`config.mk`:
```
export PLATFORM = sky130hd
export DESIGN_NAME = umd_multidrop
export DESIGN_NICKNAME = d
export VERILOG_FILES = /design/src/design/umd_pkg.sv /design/src/design/umd_baud_if.sv /design/src/design/umd_baud_gen.sv /design/src/design/umd_multidrop.sv
export SDC_FILE = /design/constraint.sdc
export NUM_CORES = 1
export LEC_CHECK = 0
export ABC_AREA = 1
export BUFFER_PORTS_ARGS = -buffer_cell sky130_fd_sc_hd__buf_2
export CAP_MARGIN = 20
export CORE_MARGIN = 2
export CORE_UTILIZATION = 55
export DETAILED_ROUTE_END_ITERATION = 10
export PLACE_DENSITY = 0.8
export SLEW_MARGIN = 10
export SYNTH_ARGS = -nofsm -noshare
export SYNTH_HDL_FRONTEND = slang
export SYNTH_HIERARCHICAL = 1
export SYNTH_SLANG_ARGS = --single-unit
```
`constraint.sdc`:
```
create_clock -name ref_clk_i -period 2.5 [get_ports ref_clk_i]
set_input_delay 0.5 -clock ref_clk_i [delete_from_list [all_inputs] [get_ports ref_clk_i]]
set_output_delay 0.5 -clock ref_clk_i [all_outputs]
set_load 0.02 [all_outputs]
```
`src/design/umd_pkg.sv`:
```
// Package of constants and types for the multidrop direction control block
// Summary of operation
// - Normal multidrop: ninth bit marks address, flags parity error
// - Receiver disabled: drop data, keep addresses, data ready
// - Receiver enabled: store all, parity error on addresses
// - Auto address needs multidrop and auto enable
// - Auto mode compares addresses to match register
// - Disabled auto mode discards data and foreign addresses
// - Matching address stored, receiver enabled, data ready
// - Foreign address disables receiver, is not stored
// - Direction control only when bit four set
// - Select bit chooses RTS or DTR pin
// - Normal polarity: low while sending, high after
// - Inverted polarity: high while sending, low after
// - Direction enable beats other sources except loopback
// - Hold direction 0 to 255 baud periods after stop
// - Divisor registers produce sixteen times oversample enable
// - Receiver disable is bit one, resets zero
`default_nettype none
package umd_pkg;
    localparam logic [31:0] ADDR_MULTIDROP_CONTROL          = 32'h4000_804c;
    localparam logic [31:0] ADDR_MULTIDROP_ADDRESS_MATCH    = 32'h4000_8050;
    localparam logic [31:0] ADDR_DIRECTION_TURNAROUND_DELAY = 32'h4000_8054;
    localparam logic [31:0] ADDR_DIVISOR_LOW                = 32'h4000_8058;
    localparam logic [31:0] ADDR_DIVISOR_HIGH               = 32'h4000_805c;

    localparam int BIT_MULTIDROP_ENABLE     = 0;
    localparam int BIT_RECEIVER_DISABLE     = 1;
    localparam int BIT_AUTO_ADDRESS_ENABLE  = 2;
    localparam int BIT_DIR_PIN_SELECT       = 3;
    localparam int BIT_AUTO_DIR_ENABLE      = 4;
    localparam int BIT_DIR_POLARITY_INVERT  = 5;
    localparam int CONTROL_WIDTH            = 6;

    localparam logic [5:0]  CONTROL_RESET       = 6'h00;
    localparam logic [7:0]  ADDRESS_MATCH_RESET = 8'h00;
    localparam logic [7:0]  DELAY_RESET         = 8'h00;
    localparam logic [7:0]  DIVISOR_LOW_RESET   = 8'h01;
    localparam logic [7:0]  DIVISOR_HIGH_RESET  = 8'h00;
    localparam logic [3:0]  OVERSAMPLE_LAST     = 4'hf;

    typedef enum logic [1:0] {
        DIR_IDLE,
        DIR_ARMED,
        DIR_SENDING,
        DIR_HOLD
    } umd_dir_state_e;
endpackage : umd_pkg
`default_nettype wire

```
`src/design/umd_baud_if.sv`:
```
// Interface between the register block and the baud generator
`default_nettype none
interface umd_baud_if;
    logic [15:0] divisor;
    logic        oversample_enable;
    modport ctrl (output divisor, input  oversample_enable);
    modport gen  (input  divisor, output oversample_enable);
endinterface : umd_baud_if
`default_nettype wire

```
`src/design/umd_baud_gen.sv`:
```
// Baud generator: sixteen times oversample enable from the divisor
`default_nettype none
module umd_baud_gen (
    // Clock and reset
    input  wire logic ref_clk_i,
    input  wire logic rst_b_i,
    // Divisor and enable
    umd_baud_if.gen   baud
);
    logic [15:0] count;

    always_ff @(posedge ref_clk_i or negedge rst_b_i) begin
        if (!rst_b_i) begin
            count <= 16'h0000;
        end else if (baud.divisor == 16'h0000) begin
            count <= 16'h0000;
        end else if (count >= baud.divisor - 16'h0001) begin
            count <= 16'h0000;
        end else begin
            count <= count + 16'h0001;
        end
    end

    always_ff @(posedge ref_clk_i or negedge rst_b_i) begin
        if (!rst_b_i) begin
            baud.oversample_enable <= 1'b0;
        end else begin
            baud.oversample_enable <= (baud.divisor != 16'h0000)
                && (count >= baud.divisor - 16'h0001);
        end
    end
endmodule : umd_baud_gen
`default_nettype wire

```
`src/design/umd_multidrop.sv`:
```
// Multidrop receive filter, direction pin control and their registers
`default_nettype none
module umd_multidrop (
    // Clock and reset
    input  wire logic        ref_clk_i,
    input  wire logic        rst_b_i,
    // APB slave
    input  wire logic        psel_i,
    input  wire logic        penable_i,
    input  wire logic        pwrite_i,
    input  wire logic [31:0] paddr_i,
    input  wire logic [31:0] pwdata_i,
    output logic      [31:0] prdata_o,
    output logic             pready_o,
    output logic             pslverr_o,
    // Received characters from the receiver
    input  wire logic        rx_char_valid_i,
    input  wire logic [7:0]  rx_char_i,
    input  wire logic        rx_ninth_i,
    // Characters to the receive FIFO and events
    output logic             rx_store_o,
    output logic      [8:0]  rx_store_data_o,
    output logic             rx_data_ready_o,
    output logic             rx_parity_error_o,
    // Transmitter status
    input  wire logic        tx_fifo_write_i,
    input  wire logic        tx_idle_i,
    // Other direction pin sources
    input  wire logic        loopback_i,
    input  wire logic        modem_rts_i,
    input  wire logic        modem_dtr_i,
    // Pins and timing
    output logic             rts_o,
    output logic             dtr_o,
    output logic             oversample_enable_o
);
    umd_baud_if baud ();

    logic [umd_pkg::CONTROL_WIDTH-1:0] control;
    logic [7:0]                        address_match_value;
    logic [7:0]                        dir_deassert_delay;
    logic [7:0]                        divisor_low;
    logic [7:0]                        divisor_high;
    logic                              wr_en;
    logic                              rd_setup;
    logic                              hit;
    logic                              multidrop_enable;
    logic                              receiver_disable;
    logic                              auto_address_detect;
    logic                              normal_multidrop_mode;
    logic                              is_address;
    logic                              addr_match;
    logic                              next_store;
    logic                              next_ready;
    logic                              next_parity;
    logic                              hw_set_receiver_disable;
    logic                              hw_clr_receiver_disable;
    umd_pkg::umd_dir_state_e           dir_state;
    umd_pkg::umd_dir_state_e           next_dir_state;
    logic [7:0]                        delay_count;
    logic [3:0]                        sub_count;
    logic                              dir_active;
    logic                              dir_level;

    function automatic logic addr_is(input logic [31:0] a, input logic [31:0] b);
        addr_is = (a == b);
    endfunction : addr_is

    assign multidrop_enable      = control[umd_pkg::BIT_MULTIDROP_ENABLE];
    assign receiver_disable      = control[umd_pkg::BIT_RECEIVER_DISABLE];
    assign auto_address_detect   = multidrop_enable
                                   && control[umd_pkg::BIT_AUTO_ADDRESS_ENABLE];
    assign normal_multidrop_mode = multidrop_enable && !auto_address_detect;
    assign is_address            = rx_ninth_i;
    assign addr_match            = (rx_char_i == address_match_value);

    // Bus decode
    assign hit = addr_is(paddr_i, umd_pkg::ADDR_MULTIDROP_CONTROL)
              || addr_is(paddr_i, umd_pkg::ADDR_MULTIDROP_ADDRESS_MATCH)
              || addr_is(paddr_i, umd_pkg::ADDR_DIRECTION_TURNAROUND_DELAY)
              || addr_is(paddr_i, umd_pkg::ADDR_DIVISOR_LOW)
              || addr_is(paddr_i, umd_pkg::ADDR_DIVISOR_HIGH);
    assign wr_en     = psel_i && penable_i && pwrite_i && hit;
    assign rd_setup  = psel_i && !penable_i && !pwrite_i;
    assign pready_o  = 1'b1;
    assign pslverr_o = psel_i && penable_i && !hit;

    // Read data captured in the setup phase
    always_ff @(posedge ref_clk_i or negedge rst_b_i) begin
        if (!rst_b_i) begin
            prdata_o <= 32'h0000_0000;
        end else if (rd_setup) begin
            prdata_o <= 32'h0000_0000;
            if (addr_is(paddr_i, umd_pkg::ADDR_MULTIDROP_CONTROL)) begin
                prdata_o[umd_pkg::CONTROL_WIDTH-1:0] <= control;
            end
            if (addr_is(paddr_i, umd_pkg::ADDR_MULTIDROP_ADDRESS_MATCH)) begin
                prdata_o[7:0] <= address_match_value;
            end
            if (addr_is(paddr_i, umd_pkg::ADDR_DIRECTION_TURNAROUND_DELAY)) begin
                prdata_o[7:0] <= dir_deassert_delay;
            end
            if (addr_is(paddr_i, umd_pkg::ADDR_DIVISOR_LOW)) begin
                prdata_o[7:0] <= divisor_low;
            end
            if (addr_is(paddr_i, umd_pkg::ADDR_DIVISOR_HIGH)) begin
                prdata_o[7:0] <= divisor_high;
            end
        end
    end

    // Receive filter decision
    always_comb begin
        next_store   = 1'b0;
        next_ready   = 1'b0;
        next_parity  = 1'b0;
        hw_set_receiver_disable = 1'b0;
        hw_clr_receiver_disable = 1'b0;
        if (rx_char_valid_i) begin
            if (auto_address_detect) begin
                if (is_address && addr_match) begin
                    next_store   = 1'b1;
                    next_ready   = 1'b1;
                    hw_clr_receiver_disable = 1'b1;
                end else if (is_address) begin
                    hw_set_receiver_disable = !receiver_disable;
                end else begin
                    next_store = !receiver_disable;
                    next_ready = !receiver_disable;
                end
            end else if (normal_multidrop_mode) begin
                if (receiver_disable) begin
                    next_store = is_address;
                    next_ready = is_address;
                end else begin
                    next_store = 1'b1;
                    next_ready = 1'b1;
                end
                next_parity = is_address;
            end else begin
                next_store = 1'b1;
                next_ready = 1'b1;
            end
        end
    end

    always_ff @(posedge ref_clk_i or negedge rst_b_i) begin
        if (!rst_b_i) begin
            rx_store_o        <= 1'b0;
            rx_data_ready_o   <= 1'b0;
            rx_parity_error_o <= 1'b0;
            rx_store_data_o   <= 9'h000;
        end else begin
            rx_store_o        <= next_store;
            rx_data_ready_o   <= next_ready;
            rx_parity_error_o <= next_parity;
            if (next_store) begin
                rx_store_data_o <= {rx_ninth_i, rx_char_i};
            end
        end
    end

    // Control register; hardware changes to the receiver disable win over writes
    always_ff @(posedge ref_clk_i or negedge rst_b_i) begin
        if (!rst_b_i) begin
            control <= umd_pkg::CONTROL_RESET;
        end else begin
            if (wr_en && addr_is(paddr_i, umd_pkg::ADDR_MULTIDROP_CONTROL)) begin
                control <= pwdata_i[umd_pkg::CONTROL_WIDTH-1:0];
            end
            if (hw_set_receiver_disable) begin
                control[umd_pkg::BIT_RECEIVER_DISABLE] <= 1'b1;
            end else if (hw_clr_receiver_disable) begin
                control[umd_pkg::BIT_RECEIVER_DISABLE] <= 1'b0;
            end
        end
    end

    // Match, delay and divisor registers
    always_ff @(posedge ref_clk_i or negedge rst_b_i) begin
        if (!rst_b_i) begin
            address_match_value <= umd_pkg::ADDRESS_MATCH_RESET;
            dir_deassert_delay  <= umd_pkg::DELAY_RESET;
            divisor_low         <= umd_pkg::DIVISOR_LOW_RESET;
            divisor_high        <= umd_pkg::DIVISOR_HIGH_RESET;
        end else if (wr_en) begin
            if (addr_is(paddr_i, umd_pkg::ADDR_MULTIDROP_ADDRESS_MATCH)) begin
                address_match_value <= pwdata_i[7:0];
            end
            if (addr_is(paddr_i, umd_pkg::ADDR_DIRECTION_TURNAROUND_DELAY)) begin
                dir_deassert_delay <= pwdata_i[7:0];
            end
            if (addr_is(paddr_i, umd_pkg::ADDR_DIVISOR_LOW)) begin
                divisor_low <= pwdata_i[7:0];
            end
            if (addr_is(paddr_i, umd_pkg::ADDR_DIVISOR_HIGH)) begin
                divisor_high <= pwdata_i[7:0];
            end
        end
    end

    // Baud generator
    assign baud.divisor = {divisor_high, divisor_low};

    umd_baud_gen u_baud_gen (
        .ref_clk_i (ref_clk_i),
        .rst_b_i   (rst_b_i),
        .baud      (baud.gen)
    );

    assign oversample_enable_o = baud.oversample_enable;

    // Direction sequence: armed on a write, sending until idle, then hold, or straight to idle when the delay is zero
    always_comb begin
        next_dir_state = dir_state;
        unique case (dir_state)
            umd_pkg::DIR_IDLE: begin
                if (tx_fifo_write_i) begin
                    next_dir_state = umd_pkg::DIR_ARMED;
                end
            end
            umd_pkg::DIR_ARMED: begin
                if (!tx_idle_i) begin
                    next_dir_state = umd_pkg::DIR_SENDING;
                end
            end
            umd_pkg::DIR_SENDING: begin
                if (tx_fifo_write_i) begin
                    next_dir_state = umd_pkg::DIR_SENDING;
                end else if (tx_idle_i && dir_deassert_delay == 8'h00) begin
                    next_dir_state = umd_pkg::DIR_IDLE;
                end else if (tx_idle_i) begin
                    next_dir_state = umd_pkg::DIR_HOLD;
                end
            end
            umd_pkg::DIR_HOLD: begin
                if (tx_fifo_write_i) begin
                    next_dir_state = umd_pkg::DIR_ARMED;
                end else if (delay_count == 8'h00) begin
                    next_dir_state = umd_pkg::DIR_IDLE;
                end
            end
        endcase
    end

    always_ff @(posedge ref_clk_i or negedge rst_b_i) begin
        if (!rst_b_i) begin
            dir_state <= umd_pkg::DIR_IDLE;
        end else begin
            dir_state <= next_dir_state;
        end
    end

    // Turnaround counter in whole baud periods of sixteen oversample ticks
    always_ff @(posedge ref_clk_i or negedge rst_b_i) begin
        if (!rst_b_i) begin
            delay_count <= 8'h00;
            sub_count   <= 4'h0;
        end else if (dir_state != umd_pkg::DIR_HOLD) begin
            delay_count <= dir_deassert_delay;
            sub_count   <= 4'h0;
        end else if (baud.oversample_enable && delay_count != 8'h00) begin
            sub_count <= sub_count + 4'h1;
            if (sub_count == umd_pkg::OVERSAMPLE_LAST) begin
                delay_count <= delay_count - 8'h01;
            end
        end
    end

    assign dir_active = (dir_state != umd_pkg::DIR_IDLE);
    assign dir_level  = ~(dir_active ^ control[umd_pkg::BIT_DIR_POLARITY_INVERT]);

    // Pin drive with loopback first, then automatic direction, then modem sources
    always_ff @(posedge ref_clk_i or negedge rst_b_i) begin
        if (!rst_b_i) begin
            rts_o <= 1'b1;
            dtr_o <= 1'b1;
        end else if (loopback_i) begin
            rts_o <= 1'b1;
            dtr_o <= 1'b1;
        end else if (control[umd_pkg::BIT_AUTO_DIR_ENABLE]) begin
            rts_o <= control[umd_pkg::BIT_DIR_PIN_SELECT] ? modem_rts_i : dir_level;
            dtr_o <= control[umd_pkg::BIT_DIR_PIN_SELECT] ? dir_level : modem_dtr_i;
        end else begin
            rts_o <= modem_rts_i;
            dtr_o <= modem_dtr_i;
        end
    end
endmodule : umd_multidrop
`default_nettype wire

```
==> results of run 1 <==
==> through the flow <==
stage          setup slack (ns)   util
2_1_floorplan             0.254      -
3_3_place_gp              0.151  0.614
3_5_place_dp             0.0250  0.614
4_1_cts                 0.00427  0.633
5_1_grt                 -0.0290  0.639
6_report                 0.0706  0.639
==> registers in the layout, summed over array words and instances, names as in the netlist, 2 cells and up <==
signal	cells
delay_count	8
dir_deassert_delay	8
control	6
u_baud_gen/count	16
prdata_o	8
sub_count	4
dir_state	2
rx_store_data_o	9
address_match_value	8
divisor_low	8
divisor_high	8
==> power groups by stage <==
stage	Sequential, uW	Combinational, uW	Clock (uW)
5_1_grt	1520	443	1120
3_3_place_gp	1540	387	0
4_1_cts	1520	392	1050
6_report	1520	388	1030
2_1_floorplan	1560	241	0
3_5_place_dp	1540	391	0
==> worst min path at each step <==
stage,startpoint,slack [ns],depth (start not counted),endpoint
4_1_cts,rst_b_i,0.17,2,u_baud_gen/count[2]
2_1_floorplan,rst_b_i,0.20,0,address_match_value[0]
3_3_place_gp,rx_store_data_o[5],0.46,2,rx_store_data_o[5]
5_1_grt,rst_b_i,0.17,2,u_baud_gen/count[5]
6_report,rst_b_i,0.13,2,u_baud_gen/count[5]
3_5_place_dp,rx_store_data_o[6],0.47,2,rx_store_data_o[6]
==> placed cells by master, fill, tap and decap left out, types with 11 or more instances in the layout <==
| cell type | Yosys | routed |
|---|---|---|
| inv_1 | 118 | 116 |
| nor2_1 | 87 | 83 |
| nor3_1 | 12 | 11 |
| dfrtp_1 | 87 | 85 |
| nand3_1 | 32 | 32 |
| o21ai_1 | 26 | 26 |
| nand2_1 | 214 | 212 |
| ha_1 | 21 | 20 |
| xor2_1 | 23 | 23 |
| conb_1 | 2 | 25 |
| buf_2 | 1 | 82 |
| o21ai_0 | 24 | 24 |
==> logic make-up (layout without fill, tap and decap cells) <==
group	Yosys count	after routing	synth area share
fa+ha+maj	21	21	0.0451
flops	90	90	0.387
compound gates	86	86	0.0866
other cells	2	25	0.00129
buf+inv	156	232	0.124
simple gates	392	392	0.306
xor+xnor	33	33	0.0496
==> layout make-up <==
class | instances | area, um2 | share of cell area
clock inverters | 6 | 72.6 | 0.0110
repair buffers | 93 | 518 | 0.0785
multi-input cells | 557 | 2990 | 0.453
inverters | 123 | 462 | 0.0700
flip-flops and latches | 90 | 2260 | 0.342
clock buffers | 10 | 128 | 0.0194
well taps | 136 | 170 | 0.0258
==> timing repair <==
item | in CTS | in global routing
setup buffers | 0 | 0
setup endpoints to repair | 0 | 17
gates resized for setup | 0 | 17
==> routing by layer <==
metal  global-route usage  vias to the layer above
li1                     -                     2562
met1                0.322                     2304
met2                0.354                      175
met3               0.0419                       16
met4               0.0631                        0
met5                    0                        -
==> summary.txt, run 1 <==
Run status
  • Status: finished clean

STA
  • Fmax: between 400 and 500 MHz
  • Final Skew: 0.0140 ns
  • Setup_tns: 0 ns
  • Final min period: 2.43 ns
  • Fin. Hold Viols: 0
  • Period utilization: 0.972
  • Final hold slack: 0.128 ns
  • Setup Viol. Count Final: 0
  • Final Slew Violations: 0

Drt
  • Met2 WL: between 5 and 6 mm
  • Drt wl/cell: ~12 um
  • DR iter-0 viols: roughly 330
  • ANT nets after route: 0
  • Vias per inst: 4.98
  • Drt total wl: 12.6 mm
  • M1 wire length: around 5.8 mm
  • Top sig layer: met4
  • Vias: slightly above 5000
  • 1st-pass router iterations: 7
  • Met3 WL post-DR: 807 um
  • DRC: 0

Die
  • Core box area: 10300 um2
  • Die Span Y: 107 um
  • Die ar.: approximately 11000 um2
  • Starting Density: 0.564
  • # rows: 37
  • I/O Pins: 133
  • DIE WIDTH: between 100 and 150 um

Placement
  • Post-DP HPWL: 9.57 mm
  • Placed instance count: 999
  • Port bufs: 83
  • Post-DP Area: about 6300 um2
  • GP Congestion: about 0.86

Worst setup path
  • Critical path's top delay family: simple AND/OR/NAND/NOR gates
  • CP max stage cell: dfrtp_1
  • Critical Path Source: divisor_low[1]
  • Crit. End Element: flip-flop
  • Data required, critical path: 2.79 ns
  • R2r worst-path depth: 12
  • R2r endpoint: u_baud_gen/count[13]
  • Slowest stage delay, CP: 0.43 ns
  • Reg2reg start: divisor_low[1]
  • Worst Setup EP: u_baud_gen/count[13]
  • WP buf/inv: 1
  • Cells along the critical path: nor2_1 > nand2_2 > nor3_2 > nand2_1 > xor2_1 > ha_1 > a21oi_1 > o21ai_0 > nor2_1 > nand3_2 > buf_12 > nor2_1
  • Most frequent cell on the critical path: nor2_1
  • CP Max Fanout: 16
  • Crit path launch type: flip-flop
  • R2R setup slack: a little over 0.07 ns
  • CP Depth: 12
  • Critical setup path kind: flip-flop to flip-flop
  • Worst EP arrival: ~2.7 ns

Synthesis
  • Yosys reg bits: 90
  • Gate Count Post-Synth: roughly 800
  • Ys flop type: dfrtp_1
  • Most common cell in the netlist: nand2_1
  • Synthesis warning total: 6
  • Mapped Area: 5820 um2
  • Most frequent cells after synthesis: nand2_1 (214), inv_1 (118), dfrtp_1 (87), nor2_1 (87), nand3_1 (32)
  • Ys async rst share: 1.00
  • Synthesized area per cell: 7.47 um2
  • Top cells by area, synth: dfrtp_1 (37%), nand2_1 (14%), inv_1 (7.6%)
  • Area leader, netlist: dfrtp_1
  • Sequential share of the synthesized area: 0.387
  • Unique masters post-synth: roughly 40
  • EDFF count, synth: 0
  • Post-synth top area share: 0.374

Global route
  • Largest net degree at the start of global routing: 91
  • First-pass GRT wire length: 20.5 mm
  • Initial antenna violation count: 0
  • Total GRT Usage: 0.226
  • Vias in the first global route: 4453
  • GRT overflow: 0

Power
  • Pwr/cell area: approximately 450 nW/um2
  • Switch share: 0.291
  • Seq pwr share: 0.517
  • Leakage: 0.00369 uW
  • Clock power share: 0.351
  • Internal power: 2080 uW
  • NetSw: 854 uW
  • Max IR drop VDD: 0.293 mV
  • Comb power frac: 0.132
  • Pwr Total: 2940 uW

Layout
  • Fillers: 912
  • Layout cells sized above 1: 0.193
  • Synthesis-to-layout area growth: 13.3%
  • Final cell count without fillers: 1015
  • Final Net Count: 979
  • # diodes: 0
  • Design area: 6600 um2

Clocking
  • Worst-path clk slew: around 0.090 ns
  • Hold Buf Count CTS: 0
  • CTS tree: built
  • Total CTS buffers: 9
  • Clock Sinks: 90
  • Insertion delay to the later sink of the worst-skew pair: 0.37 ns
  • Max clock buf depth: 2
  • Root buf cell: clkbuf_8
  • Max H-tree Level: 3

Run
  • Max-cap viol count: 0

Hold path
  • Hold crit path type: input port to asynchronous set/reset pin
No activity file was read; power rests on OpenSTA's default activity.
==> run 2, diff against run 1 <==
--- a/config.mk
+++ b/config.mk
@@ -6,7 +6,7 @@
 export NUM_CORES = 1
 export LEC_CHECK = 0
 export ABC_AREA = 1
-export BUFFER_PORTS_ARGS = -buffer_cell sky130_fd_sc_hd__buf_2
+export BUFFER_PORTS_ARGS = -buffer_cell sky130_fd_sc_hd__buf_4
 export CAP_MARGIN = 20
 export CORE_MARGIN = 2
 export CORE_UTILIZATION = 55
==> run 2 against run 1 <==
  * Combinational power is 12% higher
  * Clock power is 10% lower
  * Utilization is 2.3 points higher
  * Design area is 3.6% higher
  * Die area stayed put
  * Count of clock-buffer cells in the layout stayed put
  * Sequential power hardly changed
  * Non-clock buffer count is 6 higher
  * Maximum frequency is 0.93% lower
==> summary.txt, run 2 (synthesis gave the netlist of run 1 again) <==
Power
  • Internal power: 2020 uW (-3.0%)
  • Pwr/cell area: 421 nW/um2 (-5.5%)
  • Leakage: 0.00377 uW (+2.3%)
  • NetSw: 854 uW (about the same)
  • Switch share: 0.297 (+0.00630)
  • Max IR drop VDD: 0.292 mV (-0.28%)
  • Seq pwr share: 0.528 (+0.011)
  • Pwr Total: 2880 uW (-2.1%)
  • Clock power share: 0.321 (-0.030)
  • Comb power frac: 0.151 (+0.019)

Layout
  • Final cell count without fillers: 1021 (+0.59%)
  • Largest reg by FF count: u_baud_gen/count
  • Fillers: 913 (+0.11%)
  • Commonest non-fill, non-tap cell in the layout: nand2_1
  • Largest regs: u_baud_gen/count (16), rx_store_data_o (9)
  • # diodes: 0 (unchanged)
  • Largest register FFs: 16 (unchanged)
  • Most frequent cells in the layout: nand2_1 (212), inv_1 (116), buf_4 (97), dfrtp_1 (86), nor2_1 (80)
  • Final Net Count: 985 (+0.61%)
  • Synthesis-to-layout area growth: 17.3%
  • Layout cells sized above 1: 0.202 (+0.00886)

Clocking
  • Clock Sinks: 90 (unchanged)
  • Insertion delay to the later sink of the worst-skew pair: 0.36 ns (about the same)
  • Max clock buf depth: 2 (unchanged)
  • Total CTS buffers: 9 (unchanged)
  • Root buf cell: clkbuf_8
  • Worst-path clk slew: 0.09 ns (about the same)
  • CTS tree: built
  • Hold Buf Count CTS: 0 (unchanged)
  • Max H-tree Level: 3 (unchanged)

STA
  • Period utilization: 0.981 (+0.00913)
  • Post-route setup slack: 0.0478 ns (-0.0228 ns)
  • Fmax: 408 MHz (-0.93%)
  • Final Slew Violations: 0 (unchanged)
  • Worst Tran Pin Value: 0.586 ns
  • Final min period: 2.45 ns (+0.0228 ns)
  • Slew margin rel.: 0.610
  • Fin. Hold Viols: 0 (unchanged)
  • Setup_tns: 0 ns (unchanged)
  • Final hold slack: 0.130 ns (+0.00258 ns)
  • Final Skew: 0.0109 ns (-0.00311 ns)
  • RSZ-0062 raised after global routing: yes
  • Setup Viol. Count Final: 0 (unchanged)

Global route
  • Largest net degree at the start of global routing: 44 (-52%)
  • Vias in the first global route: 4615 (+3.6%)
  • GRT overflow: 0 (unchanged)
  • Initial antenna violation count: 0 (unchanged)
  • Total GRT Usage: 0.235 (+0.00846)
  • First-pass GRT wire length: 21.4 mm (+4.0%)

Worst setup path
  • Reg2reg start: divisor_low[1]
  • Critical setup path kind: flip-flop to flip-flop
  • R2r endpoint: u_baud_gen/count[9]
  • Worst EP arrival: 2.74 ns (+0.02 ns)
  • CP Max Fanout: 16 (unchanged)
  • Slowest stage delay, CP: 0.44 ns (about the same)
  • Cells along the critical path: nor2_1 > nand2_2 > nor3_4 > nand2_1 > xor2_2 > ha_1 > a21oi_1 > o21ai_0 > nor2_1 > nand3_2 > buf_12 > nor2_2
  • Critical path's top delay family: simple AND/OR/NAND/NOR gates
  • Crit. End Element: flip-flop
  • CP max stage cell: dfrtp_1
  • Data required, critical path: 2.79 ns (about the same)
  • R2r worst-path depth: 12 (unchanged)
  • Crit path launch type: flip-flop
  • WP buf/inv: 1 (unchanged)
  • Most frequent cell on the critical path: nor2_1
  • R2R setup slack: 0.05 ns (-0.02 ns)

Placement
  • Port bufs: 83 (unchanged)
  • DP Worst Slack: 0.0881 ns (+0.0631 ns)
  • Placed instance count: 1003 (+0.40%)
  • GP Congestion: 0.852 (-0.92%)
  • Post-DP HPWL: 9.88 mm (+3.3%)

Die
  • Die ar.: 11400 um2 (unchanged)
  • I/O Pins: 133 (unchanged)
  • DIE WIDTH: 107 um (unchanged)
  • # rows: 37 (unchanged)
  • Core box area: 10300 um2 (unchanged)
  • Die Span Y: 107 um (unchanged)
  • Starting Density: 0.564 (unchanged)

Run status
  • Status: finished clean

Drt
  • ANT nets after route: 0 (unchanged)
  • 1st-pass router iterations: 5 (-2)
  • DR iter-0 viols: 332 (-0.60%)
  • Vias: 5022 (-0.69%)
  • Vias per inst: 4.92 (-1.3%)
  • DRC: 0 (unchanged)
  • Drt wl/cell: 12.6 um (+1.7%)
  • Drt total wl: 12.9 mm (+2.3%)

Run
  • Max-cap viol count: 0 (unchanged)

Hold path
  • Hold crit path type: input port to asynchronous set/reset pin
-- run 2: changes by cell type in the layout (fill, tap and decap cells not counted), sizes merged --
cell,before,now
buf,93,99
bufinv,1,0
clkinv,5,6
clkinvlp,1,0
inv,122,123
-- run 2: routing by layer --
| layer | track usage | part of all wire | up-vias |
|---|---|---|---|
| li1 | - | - | 2582 |
| met1 | 0.343 | 0.47 | 2273 |
| met2 | 0.367 | 0.47 | 154 |
| met3 | 0.0316 | 0.051 | 13 |
| met4 | 0.0649 | 0.014 | 0 |
| met5 | 0 | 0 | - |
-- run 2: cell type report --
type / instances / area (um2) / share of cell area
multi-input cells: 557 / 3000 / 0.439
flip-flops and latches: 90 / 2260 / 0.330
repair buffers: 99 / 768 / 0.112
inverters: 123 / 462 / 0.0676
well taps: 136 / 170 / 0.0249
clock buffers: 10 / 128 / 0.0187
clock inverters: 6 / 48.8 / 0.00714
-- run 2: what timing repair did --
| action | 4_1_cts | 5_1_grt |
|---|---|---|
| gates resized for setup | 1 | 18 |
| pin swaps | 0 | 3 |
| setup buffers | 0 | 2 |
| endpoints found under the setup margin | 13 | 17 |
-- run 2: metrics by stage --
step	cell area (um2)	util
5_1_grt	6830	0.662
3_5_place_dp	6570	0.637
4_1_cts	6750	0.654
2_1_floorplan	5910	-
6_report	6830	0.662
3_3_place_gp	6570	0.637
-- run 2: worst register-to-register path, cell delays in order, from the launching register on --
cell,delay (ns)
dfrtp_1,0.44
nor2_1,0.22
nand2_2,0.15
nor3_4,0.24
nand2_1,0.13
xor2_2,0.17
ha_1,0.30
a21oi_1,0.14
o21ai_0,0.09
nor2_1,0.15
nand3_2,0.11
buf_12,0.16
nor2_2,0.08
-- run 2: worst max path at each step --
stage / from / to / slack, ns / cells past startpoint
detailed placement: divisor_low[3] / u_baud_gen/count[9] / 0.09 / 12
CTS: divisor_low[1] / u_baud_gen/count[9] / 0.06 / 15
floorplan: divisor_low[0] / u_baud_gen/count[6] / 0.25 / 15
finish: divisor_low[1] / u_baud_gen/count[9] / 0.05 / 12
global placement: divisor_low[1] / u_baud_gen/count[4] / 0.15 / 12
global route: divisor_low[1] / u_baud_gen/count[1] / -0.10 / 12
-- run 2: power by group through the flow --
| stage | registers [uW] | clock network, uW | logic (uW) |
|---|---|---|---|
| detailed placement | 1540 | 0 | 435 |
| global route | 1520 | 1010 | 488 |
| CTS | 1520 | 943 | 436 |
| global placement | 1550 | 0 | 429 |
| floorplan | 1560 | 0 | 241 |
| finish | 1520 | 923 | 435 |
